### config.mk
export PLATFORM = sky130hd
export DESIGN_NAME = ecc_err_report
export DESIGN_NICKNAME = d
export VERILOG_FILES = /design/src/ecc_err_pkg.sv /design/src/ecc_err_report.sv
export VERILOG_INCLUDE_DIRS = /design/src
export SDC_FILE = /design/constraint.sdc
export NUM_CORES = 1
export LEC_CHECK = 0
export BUFFER_PORTS_ARGS = -buffer_cell sky130_fd_sc_hd__clkbuf_2
export CAP_MARGIN = 15
export CORE_MARGIN = 2
export CORE_UTILIZATION = 30
export DETAILED_ROUTE_END_ITERATION = 10
export HOLD_SLACK_MARGIN = 0.12
export SYNTH_ARGS = -nofsm -noshare
export SYNTH_HDL_FRONTEND = slang
export SYNTH_SLANG_ARGS = --single-unit
### constraint.sdc
create_clock -name clk_sys -period 1.65 [get_ports clk_sys]
set_input_delay 0.4125 -clock clk_sys [delete_from_list [all_inputs] [get_ports clk_sys]]
set_output_delay 0.4125 -clock clk_sys [all_outputs]
set_load 0.02 [all_outputs]
### src/ecc_err_map.svh
// register offsets, field positions and reset values of the ecc error report block
// assumes a word-indexed register port, one 32-bit word per index
`ifndef ECC_ERR_MAP_SVH
`define ECC_ERR_MAP_SVH
`define IDX_IRQ_CONFIG       8'h82
`define IDX_STATUS_COUNTS    8'h90
`define IDX_ERR_ADDR         8'h91
`define IDX_DROP_ADDR        8'h92
`define IDX_ERR_ADDR_UPPER   8'h93
`define IDX_DROP_ADDR_UPPER  8'h94
`define CFG_GEN_SBE          0
`define CFG_GEN_DBE          1
`define CFG_INTR_EN          2
`define CFG_MASK_SBE         3
`define CFG_MASK_DBE         4
`define CFG_MASK_DROP        5
`define CFG_MASK_CTRL        6
`define CFG_CLEAR            7
`define CFG_RW_MSB           6
`define STS_INTR             0
`define STS_SBE              1
`define STS_DBE              2
`define STS_DROP             3
`define STS_SBE_CNT_LSB      4
`define STS_DBE_CNT_LSB      8
`define STS_DROP_CNT_LSB     12
`define CFG_RESET            7'h00
`define CNT_RESET            4'h0
`define ADDR_RESET           32'h0000_0000
`define UPPER_RESET          3'h0
`define DATA_ZERO            32'h0000_0000
`define BIT_ONE_POS          0
`define BIT_TWO_POS          1
`endif

### src/ecc_err_pkg.sv
// types shared by the ecc error report block
// assumes ecc_err_map.svh supplies the numbers
package ecc_err_pkg;
  typedef struct packed {
    logic        sbe;
    logic        dbe;
    logic        drop;
    logic        ctrl_irq;
  } event_s;
  typedef struct packed {
    logic [2:0]  upper;
    logic [31:0] lower;
  } addr_s;
endpackage

### src/ecc_err_report.sv
// ecc error reporting: write-path error injection, interrupt, sticky flags, counters, addresses
// assumes one clock, event inputs synchronous one-cycle pulses, register port without wait
//
// How it works
// cfg bit0 flips one write data bit
// cfg bit1 flips two write data bits
// cfg bit2 enables the interrupt output
// cfg bit3 masks single-bit error interrupt
// cfg bit4 masks double-bit error interrupt
// cfg bit5 masks dropped correction interrupt
// cfg bit6 masks controller interrupt input
// cfg bit7 write clears irq, flags, addresses
// status bit0 shows pending interrupt
// status bit1 sticky single-bit error flag
// status bit2 sticky double-bit error flag
// status bit3 sticky dropped correction flag
// status 7:4 wrapping single-bit error count
// status 11:8 wrapping double-bit error count
// status 15:12 wrapping dropped count
// latest sbe/dbe address register, read-only
// latest dropped correction address, read-only
// three upper bits of error address
// three upper bits of dropped address
// irq is set by enable and an unmasked event in that cycle
// irq stays set until clear written
//
// Design decision made here: the plain strobed port.
`timescale 1ns/1ps
`default_nettype none
`include "ecc_err_map.svh"
module ecc_err_report #(
  parameter int DATA_W = 64
) (
  // clock and reset
  input  wire logic                 clk_sys,
  input  wire logic                 rst_b,
  // register port
  input  wire logic [7:0]           reg_addr,
  input  wire logic [31:0]          reg_wdata,
  input  wire logic                 reg_wr,
  input  wire logic                 reg_rd,
  output logic      [31:0]          reg_rdata,
  // events from the datapath and hard controller
  input  wire ecc_err_pkg::event_s  evt,
  input  wire ecc_err_pkg::addr_s   err_addr,
  input  wire ecc_err_pkg::addr_s   drop_addr,
  // write path
  input  wire logic [DATA_W-1:0]    wr_data_in,
  output logic      [DATA_W-1:0]    wr_data_out,
  // interrupt
  output logic                      ecc_irq
);
  logic [`CFG_RW_MSB:0] cfg_q;
  logic                 clr_q;
  logic                 sbe_q, dbe_q, drop_q;
  logic [3:0]           sbe_cnt_q, dbe_cnt_q, drop_cnt_q;
  ecc_err_pkg::addr_s   err_addr_q, drop_addr_q;
  logic                 irq_q;
  logic                 irq_d;
  logic                 cfg_wr;
  logic [31:0]          rd_d;
  logic [DATA_W-1:0]    flip;

  assign cfg_wr = reg_wr && (reg_addr == `IDX_IRQ_CONFIG);

  // configuration bits, software owned
  always_ff @(posedge clk_sys or negedge rst_b) begin
    if (!rst_b) begin
      cfg_q <= `CFG_RESET;
    end else if (cfg_wr) begin
      cfg_q <= reg_wdata[`CFG_RW_MSB:0];
    end
  end

  // clear pulse, the stored bit falls back by itself next cycle
  always_ff @(posedge clk_sys or negedge rst_b) begin
    if (!rst_b) begin
      clr_q <= 1'b0;
    end else begin
      clr_q <= cfg_wr && reg_wdata[`CFG_CLEAR];
    end
  end

  // sticky flags: a new event in the clear cycle survives the clear
  always_ff @(posedge clk_sys or negedge rst_b) begin
    if (!rst_b) begin
      sbe_q  <= 1'b0;
      dbe_q  <= 1'b0;
      drop_q <= 1'b0;
    end else begin
      sbe_q  <= evt.sbe  || (sbe_q  && !clr_q); // see R10
      dbe_q  <= evt.dbe  || (dbe_q  && !clr_q);
      drop_q <= evt.drop || (drop_q && !clr_q);
    end
  end

  // wrapping counters; they are not cleared, only the flags, addresses and irq are
  always_ff @(posedge clk_sys or negedge rst_b) begin
    if (!rst_b) begin
      sbe_cnt_q  <= `CNT_RESET;
      dbe_cnt_q  <= `CNT_RESET;
      drop_cnt_q <= `CNT_RESET;
    end else begin
      if (evt.sbe) sbe_cnt_q <= sbe_cnt_q + 4'h1;
      if (evt.dbe) dbe_cnt_q <= dbe_cnt_q + 4'h1;
      if (evt.drop) drop_cnt_q <= drop_cnt_q + 4'h1;
    end
  end

  // captured addresses, newest event overwrites
  always_ff @(posedge clk_sys or negedge rst_b) begin
    if (!rst_b) begin
      err_addr_q  <= '{upper: `UPPER_RESET, lower: `ADDR_RESET};
      drop_addr_q <= '{upper: `UPPER_RESET, lower: `ADDR_RESET};
    end else begin
      if (evt.sbe || evt.dbe) begin
        err_addr_q <= err_addr; // see R16
      end else if (clr_q) begin
        err_addr_q <= '{upper: `UPPER_RESET, lower: `ADDR_RESET};
      end
      if (evt.drop) begin
        drop_addr_q <= drop_addr; // see R17
      end else if (clr_q) begin
        drop_addr_q <= '{upper: `UPPER_RESET, lower: `ADDR_RESET};
      end
    end
  end

  // interrupt cause: combinational, enable and unmasked events of this cycle only
  always_comb begin
    irq_d = cfg_q[`CFG_INTR_EN] && ( // see R3
            (evt.sbe && !cfg_q[`CFG_MASK_SBE]) ||
            (evt.dbe && !cfg_q[`CFG_MASK_DBE]) ||
            (evt.drop && !cfg_q[`CFG_MASK_DROP]) ||
            (evt.ctrl_irq && !cfg_q[`CFG_MASK_CTRL]));
  end

  // pending bit behind status bit0; a new cause in the clear cycle beats the clear
  always_ff @(posedge clk_sys or negedge rst_b) begin
    if (!rst_b) begin
      irq_q <= 1'b0;
    end else begin
      irq_q <= irq_d || (irq_q && !clr_q); // see R21
    end
  end

  // pin copy of the pending bit, its own flop so the pin leaves a register
  always_ff @(posedge clk_sys or negedge rst_b) begin
    if (!rst_b) begin
      ecc_irq <= 1'b0;
    end else begin
      ecc_irq <= irq_d || (irq_q && !clr_q);
    end
  end

  // error injection mask; registered output costs one cycle of write latency
  always_comb begin
    flip = '0;
    flip[`BIT_ONE_POS] = cfg_q[`CFG_GEN_SBE] || cfg_q[`CFG_GEN_DBE];
    flip[`BIT_TWO_POS] = cfg_q[`CFG_GEN_DBE];
  end

  // write data leave through a register, so a cfg write never glitches the path
  always_ff @(posedge clk_sys or negedge rst_b) begin
    if (!rst_b) begin
      wr_data_out <= '0;
    end else begin
      wr_data_out <= wr_data_in ^ flip;
    end
  end

  // read mux; unmapped indices and reserved bits read zero
  always_comb begin
    rd_d = `DATA_ZERO;
    unique case (reg_addr)
      `IDX_IRQ_CONFIG:      rd_d[`CFG_RW_MSB:0] = cfg_q;
      `IDX_STATUS_COUNTS: begin
        rd_d[`STS_INTR] = irq_q;
        rd_d[`STS_SBE]  = sbe_q;
        rd_d[`STS_DBE]  = dbe_q;
        rd_d[`STS_DROP] = drop_q;
        rd_d[`STS_SBE_CNT_LSB +: 4]  = sbe_cnt_q;
        rd_d[`STS_DBE_CNT_LSB +: 4]  = dbe_cnt_q;
        rd_d[`STS_DROP_CNT_LSB +: 4] = drop_cnt_q;
      end
      `IDX_ERR_ADDR:        rd_d = err_addr_q.lower;
      `IDX_DROP_ADDR:       rd_d = drop_addr_q.lower;
      `IDX_ERR_ADDR_UPPER:  rd_d[2:0] = err_addr_q.upper;
      `IDX_DROP_ADDR_UPPER: rd_d[2:0] = drop_addr_q.upper;
      default:              rd_d = `DATA_ZERO;
    endcase
  end

  // read data only in the cycle after the strobe, zero otherwise for bus or-ing
  always_ff @(posedge clk_sys or negedge rst_b) begin
    if (!rst_b) begin
      reg_rdata <= `DATA_ZERO;
    end else begin
      reg_rdata <= reg_rd ? rd_d : `DATA_ZERO;
    end
  end

  // assertions
  property p_irq_masked_sbe;
    @(posedge clk_sys) disable iff (!rst_b)
      (!irq_q && evt.sbe && !evt.dbe && !evt.drop && !evt.ctrl_irq && cfg_q[`CFG_MASK_SBE])
      |=> !ecc_irq;
  endproperty
  a_irq_masked_sbe: assert property (p_irq_masked_sbe) else $error("sbe mask bad");

  property p_irq_sbe_sets;
    @(posedge clk_sys) disable iff (!rst_b)
      (evt.sbe && cfg_q[`CFG_INTR_EN] && !cfg_q[`CFG_MASK_SBE]) |=> ecc_irq;
  endproperty
  a_irq_sbe_sets: assert property (p_irq_sbe_sets) else $error("sbe did not raise irq");

  property p_irq_hold;
    @(posedge clk_sys) disable iff (!rst_b)
      (ecc_irq && !clr_q) |=> ecc_irq;
  endproperty
  a_irq_hold: assert property (p_irq_hold) else $error("irq dropped without clear");

  property p_clear_drops;
    @(posedge clk_sys) disable iff (!rst_b)
      (cfg_wr && reg_wdata[`CFG_CLEAR]) ##1 !(|evt) |=> (!sbe_q && !dbe_q && !drop_q && !ecc_irq);
  endproperty
  a_clear_drops: assert property (p_clear_drops) else $error("clear left a flag set");

  property p_sbe_count;
    @(posedge clk_sys) disable iff (!rst_b)
      evt.sbe |=> (sbe_cnt_q == $past(sbe_cnt_q) + 4'h1);
  endproperty
  a_sbe_count: assert property (p_sbe_count) else $error("sbe count wrong");

  property p_dbe_flag;
    @(posedge clk_sys) disable iff (!rst_b)
      evt.dbe |=> dbe_q ##0 (err_addr_q == $past(err_addr));
  endproperty
  a_dbe_flag: assert property (p_dbe_flag) else $error("dbe flag or address missed");

  property p_drop_addr;
    @(posedge clk_sys) disable iff (!rst_b)
      evt.drop |=> (drop_addr_q == $past(drop_addr)) && drop_q;
  endproperty
  a_drop_addr: assert property (p_drop_addr) else $error("drop address not captured");

  property p_inject_dbe;
    @(posedge clk_sys) disable iff (!rst_b)
      cfg_q[`CFG_GEN_DBE] |=> ($countones(wr_data_out ^ $past(wr_data_in)) == 2);
  endproperty
  a_inject_dbe: assert property (p_inject_dbe) else $error("dbe injection wrong");

  property p_irq_disabled;
    @(posedge clk_sys) disable iff (!rst_b)
      (!cfg_q[`CFG_INTR_EN] && !irq_q) |=> !ecc_irq;
  endproperty
  a_irq_disabled: assert property (p_irq_disabled) else $error("irq without enable");

  property p_inject_sbe;
    @(posedge clk_sys) disable iff (!rst_b)
      (cfg_q[`CFG_GEN_SBE] && !cfg_q[`CFG_GEN_DBE])
      |=> $onehot(wr_data_out ^ $past(wr_data_in))
          && (wr_data_out[`BIT_ONE_POS] != $past(wr_data_in[`BIT_ONE_POS]));
  endproperty
  a_inject_sbe: assert property (p_inject_sbe) else $error("sbe injection wrong");

  property p_inject_off;
    @(posedge clk_sys) disable iff (!rst_b)
      (!cfg_q[`CFG_GEN_SBE] && !cfg_q[`CFG_GEN_DBE]) |=> (wr_data_out == $past(wr_data_in));
  endproperty
  a_inject_off: assert property (p_inject_off) else $error("write data altered");

  property p_irq_masked_dbe;
    @(posedge clk_sys) disable iff (!rst_b)
      (!irq_q && evt.dbe && !evt.sbe && !evt.drop && !evt.ctrl_irq && cfg_q[`CFG_MASK_DBE])
      |=> !ecc_irq;
  endproperty
  a_irq_masked_dbe: assert property (p_irq_masked_dbe) else $error("dbe mask bad");

  property p_irq_masked_drop;
    @(posedge clk_sys) disable iff (!rst_b)
      (!irq_q && evt.drop && !evt.sbe && !evt.dbe && !evt.ctrl_irq && cfg_q[`CFG_MASK_DROP])
      |=> !ecc_irq;
  endproperty
  a_irq_masked_drop: assert property (p_irq_masked_drop) else $error("drop mask bad");

  property p_irq_masked_ctrl;
    @(posedge clk_sys) disable iff (!rst_b)
      (!irq_q && evt.ctrl_irq && !evt.sbe && !evt.dbe && !evt.drop && cfg_q[`CFG_MASK_CTRL])
      |=> !ecc_irq;
  endproperty
  a_irq_masked_ctrl: assert property (p_irq_masked_ctrl) else $error("ctrl mask bad");

  property p_irq_dbe_sets;
    @(posedge clk_sys) disable iff (!rst_b)
      (evt.dbe && cfg_q[`CFG_INTR_EN] && !cfg_q[`CFG_MASK_DBE]) |=> ecc_irq;
  endproperty
  a_irq_dbe_sets: assert property (p_irq_dbe_sets) else $error("dbe left irq low");

  property p_irq_drop_sets;
    @(posedge clk_sys) disable iff (!rst_b)
      (evt.drop && cfg_q[`CFG_INTR_EN] && !cfg_q[`CFG_MASK_DROP]) |=> ecc_irq;
  endproperty
  a_irq_drop_sets: assert property (p_irq_drop_sets) else $error("drop left irq low");

  property p_irq_ctrl_sets;
    @(posedge clk_sys) disable iff (!rst_b)
      (evt.ctrl_irq && cfg_q[`CFG_INTR_EN] && !cfg_q[`CFG_MASK_CTRL]) |=> ecc_irq;
  endproperty
  a_irq_ctrl_sets: assert property (p_irq_ctrl_sets) else $error("ctrl left irq low");

  property p_sbe_flag;
    @(posedge clk_sys) disable iff (!rst_b)
      evt.sbe |=> sbe_q ##0 (err_addr_q == $past(err_addr));
  endproperty
  a_sbe_flag: assert property (p_sbe_flag) else $error("sbe flag or address missed");

  property p_flag_hold_sbe;
    @(posedge clk_sys) disable iff (!rst_b)
      (sbe_q && !clr_q) |=> sbe_q;
  endproperty
  a_flag_hold_sbe: assert property (p_flag_hold_sbe) else $error("sbe flag lost");

  property p_flag_hold_dbe;
    @(posedge clk_sys) disable iff (!rst_b)
      (dbe_q && !clr_q) |=> dbe_q;
  endproperty
  a_flag_hold_dbe: assert property (p_flag_hold_dbe) else $error("dbe flag lost");

  property p_flag_hold_drop;
    @(posedge clk_sys) disable iff (!rst_b)
      (drop_q && !clr_q) |=> drop_q;
  endproperty
  a_flag_hold_drop: assert property (p_flag_hold_drop) else $error("drop flag lost");

  property p_dbe_count;
    @(posedge clk_sys) disable iff (!rst_b)
      evt.dbe |=> (dbe_cnt_q == $past(dbe_cnt_q) + 4'h1);
  endproperty
  a_dbe_count: assert property (p_dbe_count) else $error("dbe count wrong");

  property p_drop_count;
    @(posedge clk_sys) disable iff (!rst_b)
      evt.drop |=> (drop_cnt_q == $past(drop_cnt_q) + 4'h1);
  endproperty
  a_drop_count: assert property (p_drop_count) else $error("drop count wrong");

  property p_sbe_count_idle;
    @(posedge clk_sys) disable iff (!rst_b)
      !evt.sbe |=> $stable(sbe_cnt_q);
  endproperty
  a_sbe_count_idle: assert property (p_sbe_count_idle) else $error("sbe count moved");

  property p_dbe_count_idle;
    @(posedge clk_sys) disable iff (!rst_b)
      !evt.dbe |=> $stable(dbe_cnt_q);
  endproperty
  a_dbe_count_idle: assert property (p_dbe_count_idle) else $error("dbe count moved");

  property p_drop_count_idle;
    @(posedge clk_sys) disable iff (!rst_b)
      !evt.drop |=> $stable(drop_cnt_q);
  endproperty
  a_drop_count_idle: assert property (p_drop_count_idle) else $error("drop count moved");

  property p_err_addr_hold;
    @(posedge clk_sys) disable iff (!rst_b)
      (!evt.sbe && !evt.dbe && !clr_q) |=> $stable(err_addr_q);
  endproperty
  a_err_addr_hold: assert property (p_err_addr_hold) else $error("error addr moved");

  property p_drop_addr_hold;
    @(posedge clk_sys) disable iff (!rst_b)
      (!evt.drop && !clr_q) |=> $stable(drop_addr_q);
  endproperty
  a_drop_addr_hold: assert property (p_drop_addr_hold) else $error("drop addr moved");

  property p_clear_addr;
    @(posedge clk_sys) disable iff (!rst_b)
      (cfg_wr && reg_wdata[`CFG_CLEAR]) ##1 !(|evt)
      |=> (err_addr_q == '0) && (drop_addr_q == '0);
  endproperty
  a_clear_addr: assert property (p_clear_addr) else $error("clear left an address");

  property p_status_read;
    @(posedge clk_sys) disable iff (!rst_b)
      (reg_rd && reg_addr == `IDX_STATUS_COUNTS) |=> (reg_rdata[`STS_INTR] == $past(irq_q));
  endproperty
  a_status_read: assert property (p_status_read) else $error("status irq bit wrong");
endmodule
`default_nettype wire

Yosys cells after proc, flatten, opt, wreduce, memory -nomap -nowiden
Cells that the tools add are included.
- register bits: 190
- bits of input ports: 182
- $add $sub $neg: 3
- bitwise gates (word level): 1
- muxes and demuxes: 8
- reductions and logical operators: 27
- eq/ne operators: 6
- operators with widths (operator ; count):
    $mux 35 ; 3
    $xor 64x2->64 ; 1
    $eq 8x8->1 const B ; 6
    $mux 32 ; 1
    $pmux 16 s2 ; 1
    $pmux 9 s3 ; 1
    $pmux 3 s6 ; 1
    $pmux 4 s4 ; 1
    $add 4x1->4 const B ; 3
    $logic_and 1x1->1 ; 11
    $logic_or 1x1->1 ; 9
    $logic_not 1->1 ; 5
    $reduce_bool 2->1 ; 2

Logic depth before layout (Yosys ltp)
- depth in word-level cells: 7
- gate-level depth with buffers: 6
- mapped depth without buffers: 4

Least setup slack after synthesis
Ideal clock, no wire load.
- kind: input to register
- from: input port reg_addr[2]
- to: register cfg_q[0]
- buffers on the path: 0
- data required time: 1.525 ns
- setup time: 0.125 ns
- slack: -0.203 ns
- arrival: 1.728 ns
- stages on the path: 4
- cell sequence: or4b_1 nor3_4 nand2_4 mux2_4
- cells in the longest elaborated chain, start to end: 2
- RTL lines (item ; line ; source):
    from (decl) ; ecc_err_report.sv:38 ; input wire logic [7:0] reg_addr,
    $eq 8x8->1 ; - ;
    $logic_and 1x1->1 ; ecc_err_report.sv:64 ; assign cfg_wr = reg_wr && (reg_addr == `IDX_IRQ_CONFIG);
    to (signal assigned) ; ecc_err_report.sv:69 ; cfg_q <= `CFG_RESET;
    to (signal assigned) ; ecc_err_report.sv:71 ; cfg_q <= reg_wdata[`CFG_RW_MSB:0];
    to (decl) ; ecc_err_report.sv:53 ; logic [`CFG_RW_MSB:0] cfg_q;
Every way passes these cells.
A chain may end at the register's enable or synchronous reset.

Final worst setup path
- from: input port reg_addr[5]
- to: register reg_rdata[15]
- cells in the longest elaborated chain, start to end: 3
- elaborated cells between the ends (all ways): 5
- RTL lines (item ; line ; source):
    $eq 8x8->1 ; ecc_err_report.sv:175 ; unique case (reg_addr)
    $pmux 9 s3 (*) ; ecc_err_report.sv:175 ;
    $mux 32 (no line) (*) ; - ;
    to (signal assigned) ; ecc_err_report.sv:197 ; reg_rdata <= `DATA_ZERO;
    to (signal assigned) ; ecc_err_report.sv:199 ; reg_rdata <= reg_rd ? rd_d : `DATA_ZERO;
    to (decl) ; ecc_err_report.sv:42 ; output logic [31:0] reg_rdata,
Every way passes the cells marked *; elsewhere a longest branch is shown, timed or not.

==> load_flow_metrics.sql <==
INSERT INTO impl_metrics (metric_group, metric, value, unit) VALUES
('placed_design', 'globalplace.congestion', '0.7400', ''),
('sta', 'setup_slack', '0.1190', 'ns'),
('critical_path', 'worstSetupPathType', 'in2reg', ''),
('clock_tree', 'cts-htree-levels', '4', ''),
('route', 'drt-pass1-iter-count', '5', ''),
('critical_path', 'worstPathRequired', '2.00', 'ns'),
('clock_tree', 'postCtsSetupRepairBufs', '0', ''),
('worst_hold_path', 'hp-start', 'wr_data_in[1]', ''),
('sta', 'final-setup-viol-count', '0', ''),
('route', 'route.detailed.wl_per_inst', '16.47', 'µm'),
('sta', 'max_slew_violation_count', '0', ''),
('sta', 'finalWorstPathRequiredPeriod', '1.531', 'ns'),
('clock_tree', 'clock_insertion_delay_worst_skew', '0.43', 'ns'),
('die', 'boundaryPins', '279', ''),
('finish', 'finalNetCount', '1109', ''),
('placed_design', 'dpl_cell_area', '8788', 'µm²'),
('grt', 'number_of_antenna_violations_at_the_first_check_in_global_routing', '2', ''),
('logic_synthesis', 'sequential_cell_area_fraction_in_the_yosys_report', '68.39', '%'),
('sta', 'timing.final.crit_share', '92.79', '%'),
('logic_synthesis', 'synth-edff-count', '0', ''),
('sta', 'timing_hold_violations_final', '0', ''),
('clock_tree', 'clockBufferDepth', '2', ''),
('finish', 'layout.cells.most_common_list', '253 x clkbuf_2, 190 x dfrtp_1, 149 x nand2_1, 72 x o21ai_0, 63 x dlygate4sd3_1', ''),
('logic_synthesis', 'syn-instance-count', '598', ''),
('logic_synthesis', 'synth_cell_types', '38', ''),
('sta', 'max_freq', '653.2', 'MHz'),
('die', 'initial_utilization', '30.61', '%'),
('grt', 'grt_max_degree', '45', ''),
('clock_tree', 'root_buffer', 'clkbuf_16', ''),
('critical_path', 'crit_fanout', '9', ''),
('pwr', 'sequential_power_share', '49.3', '%'),
('critical_path', 'r2r-start', 'ecc_irq', ''),
('finish', 'areaGrowthSynthToFinish', '44.19', '%'),
('logic_synthesis', 'asyncSetResetFlopFracSynth', '100.0', '%'),
('logic_synthesis', 'synth.avg_cell_area', '11.62', 'µm²'),
('pwr', 'power_frac_clock', '38.4', '%'),
('route', 'initialDrtViolationCount', '373', ''),
('critical_path', 'cpPeakStageDelay', '0.37', 'ns'),
('placed_design', 'post-dp-hpwl', '13.69', 'mm'),
('route', 'routed_wire_length', '20.15', 'mm'),
('sta', 'final.setup_skew', '0.01545', 'ns'),
('finish', 'final.fill_count', '2147', ''),
('finish', 'post_route_cells_drive_above_1_share', '35.75', '%'),
('die', 'dieArea', '24410', 'µm²'),
('logic_synthesis', 'synth-main-ff-cell', 'dfrtp_1', ''),
('die', 'horizontal_extent_of_the_die', '156.2', 'µm'),
('sta', 'worstMarginPinSlew', '0.8499', 'ns'),
('die', 'placement_rows', '55', ''),
('clock_tree', 'tritoncts.num_buffers', '17', ''),
('logic_synthesis', 'synthesis.nets', '783', ''),
('finish', 'mostFrequentLayoutCell', 'clkbuf_2', ''),
('grt', 'globalRouteTotalUtil', '16.77', '%'),
('clock_tree', 'clk_transition_reported_paths', '0.07', 'ns'),
('route', 'detail-route-antenna-nets', '0', ''),
('route', 'avgViaCountPerCell', '4.460', ''),
('logic_synthesis', 'synth_warnings', '0', ''),
('route', 'drc', '0', ''),
('pwr', 'internal_power', '7890', 'µW'),
('logic_synthesis', 'synth.ff_latch_count', '190', ''),
('sta', 'worst_hold_slack', '0.1526', 'ns'),
('grt', 'total_gr_overflow', '0', ''),
('die', 'fp.coreArea', '22710', 'µm²'),
('die', 'die-height', '156.2', 'µm'),
('clock_tree', 'cts_tree', 'built', ''),
('clock_tree', 'clock_sinks', '190', ''),
('placed_design', 'pre_cts_slack', '-0.3394', 'ns'),
('logic_synthesis', 'synth.cell_area', '6952', 'µm²'),
('critical_path', 'crit_path_start_kind', 'input port', ''),
('placed_design', 'numPortBuffers', '254', ''),
('status', 'status', 'completed', ''),
('critical_path', 'worstSetupStartpoint', 'reg_addr[5]', '');
==> metrics by stage <==
| stage | TNS [ns] | util, % | power, µW | instances |
|---|---|---|---|---|
| after detailed placement | -10.17 | 38.70 | 6661 | 1127 |
| after floorplan | -4.821 | - | 6030 | 598 |
| after global routing | 0 | 44.13 | 11400 | 1223 |
| after CTS | 0 | 44.12 | 11030 | 1222 |
| final | 0 | 44.14 | 10820 | 1224 |
| after global placement | -9.897 | 38.70 | 6616 | 1127 |
==> path summary, 6_finish.rpt <==
check | endpoint | slack (ns) | depth (start not counted)
setup / recovery | reg_rdata[15] | 0.12 | 6
hold reg to reg | drop_cnt_q[3] | 0.47 | 1
hold / removal | wr_data_out[1] | 0.15 | 2
min in group asynchronous | wr_data_out[20] | 0.44 | 2
max in group asynchronous | reg_rdata[26] | 0.58 | 3
setup reg to reg | reg_rdata[0] | 0.49 | 3
==> layout make-up <==
type,instances,area (µm²),share of cell area (%)
Sequential cell,190,4755,47.43
Clock buffer,18,429.2,4.282
Antenna cell,2,5.005,0.04993
Tap cell,285,356.6,3.558
Timing Repair Buffer,343,2231,22.26
Clock inverter,14,170.2,1.698
Multi-Input combinational cell,361,2036,20.31
Inverter,11,41.29,0.4119
==> state kept, by name (all words and copies together) (netlist names) <==
register and count:
dbe_q 1, drop_q 1, reg_rdata 32, sbe_q 1, ecc_irq 1, err_addr_q 35
cfg_q 7, clr_q 1, wr_data_out 64, drop_addr_q 35, sbe_cnt_q 4, dbe_cnt_q 4
drop_cnt_q 4
==> timing repair <==
item,CTS,global route
endpoints found under the hold margin,93,0
hold buffers,63,0
gates resized for setup,0,0
==> synth_stat cells, types with 2 or more instances <==
cell type	count	area share, %
or3b_1	2	0.25
mux4_2	3	0.97
mux2_2	3	0.49
o21ai_0	72	5.2
xnor2_1	7	0.88
o22ai_1	5	0.45
dfrtp_1	190	68
mux2_4	7	1.5
nand2_1	150	8.1
a22oi_1	19	2.1
a21o_1	4	0.43
inv_1	10	0.54
clkbuf_1	29	1.6
a31oi_1	4	0.36
nand4_1	3	0.27
buf_2	4	0.29
mux2i_1	13	1.9
a21oi_1	9	0.65
ha_1	3	0.54
nor2_1	36	1.9
xor2_1	4	0.50
or3_1	5	0.45
==> kinds of logic (layout without fill, tap and decap cells) <==
| kind of cell | count (synthesis) | after routing | share of synthesized area [%] |
|---|---|---|---|
| multiplexers | 26 | 26 | 4.841 |
| flip-flops | 190 | 190 | 68.39 |
| XOR/XNOR | 11 | 11 | 1.386 |
| adder cells (fa/ha/maj) | 3 | 3 | 0.5400 |
| buffers and inverters | 47 | 386 | 2.772 |
| AO/OA/AOI/OAI | 115 | 115 | 9.359 |
| AND/OR/NAND/NOR | 206 | 206 | 12.71 |
| other | 0 | 2 | 0 |
==> critical path, delay by kind of cell <==
family / cells / cell delay [ns]
AND/OR/NAND/NOR: 3 / 0.89
AO/OA/AOI/OAI: 1 / 0.31
buffers and inverters: 2 / 0.26
==> metal layers <==
layer / GRT usage [%] / up-vias / part of all wire (%)
met5: 0 / - / 0
met4: 5.068 / 0 / 1.4
met3: 3.462 / 17 / 5.8
met2: 29.14 / 181 / 50
met1: 21.10 / 2622 / 43
li1: - / 2639 / -
==> power by group through the flow <==
stage / sequential, µW / combinational, µW / clock (µW)
after floorplan: 5460 / 570 / 0
after CTS: 5330 / 1360 / 4330
final: 5330 / 1340 / 4150
after global placement: 5410 / 1210 / 0
after detailed placement: 5420 / 1240 / 0
after global routing: 5390 / 1530 / 4490
Note: power is estimated with default switching activity, not from simulation.
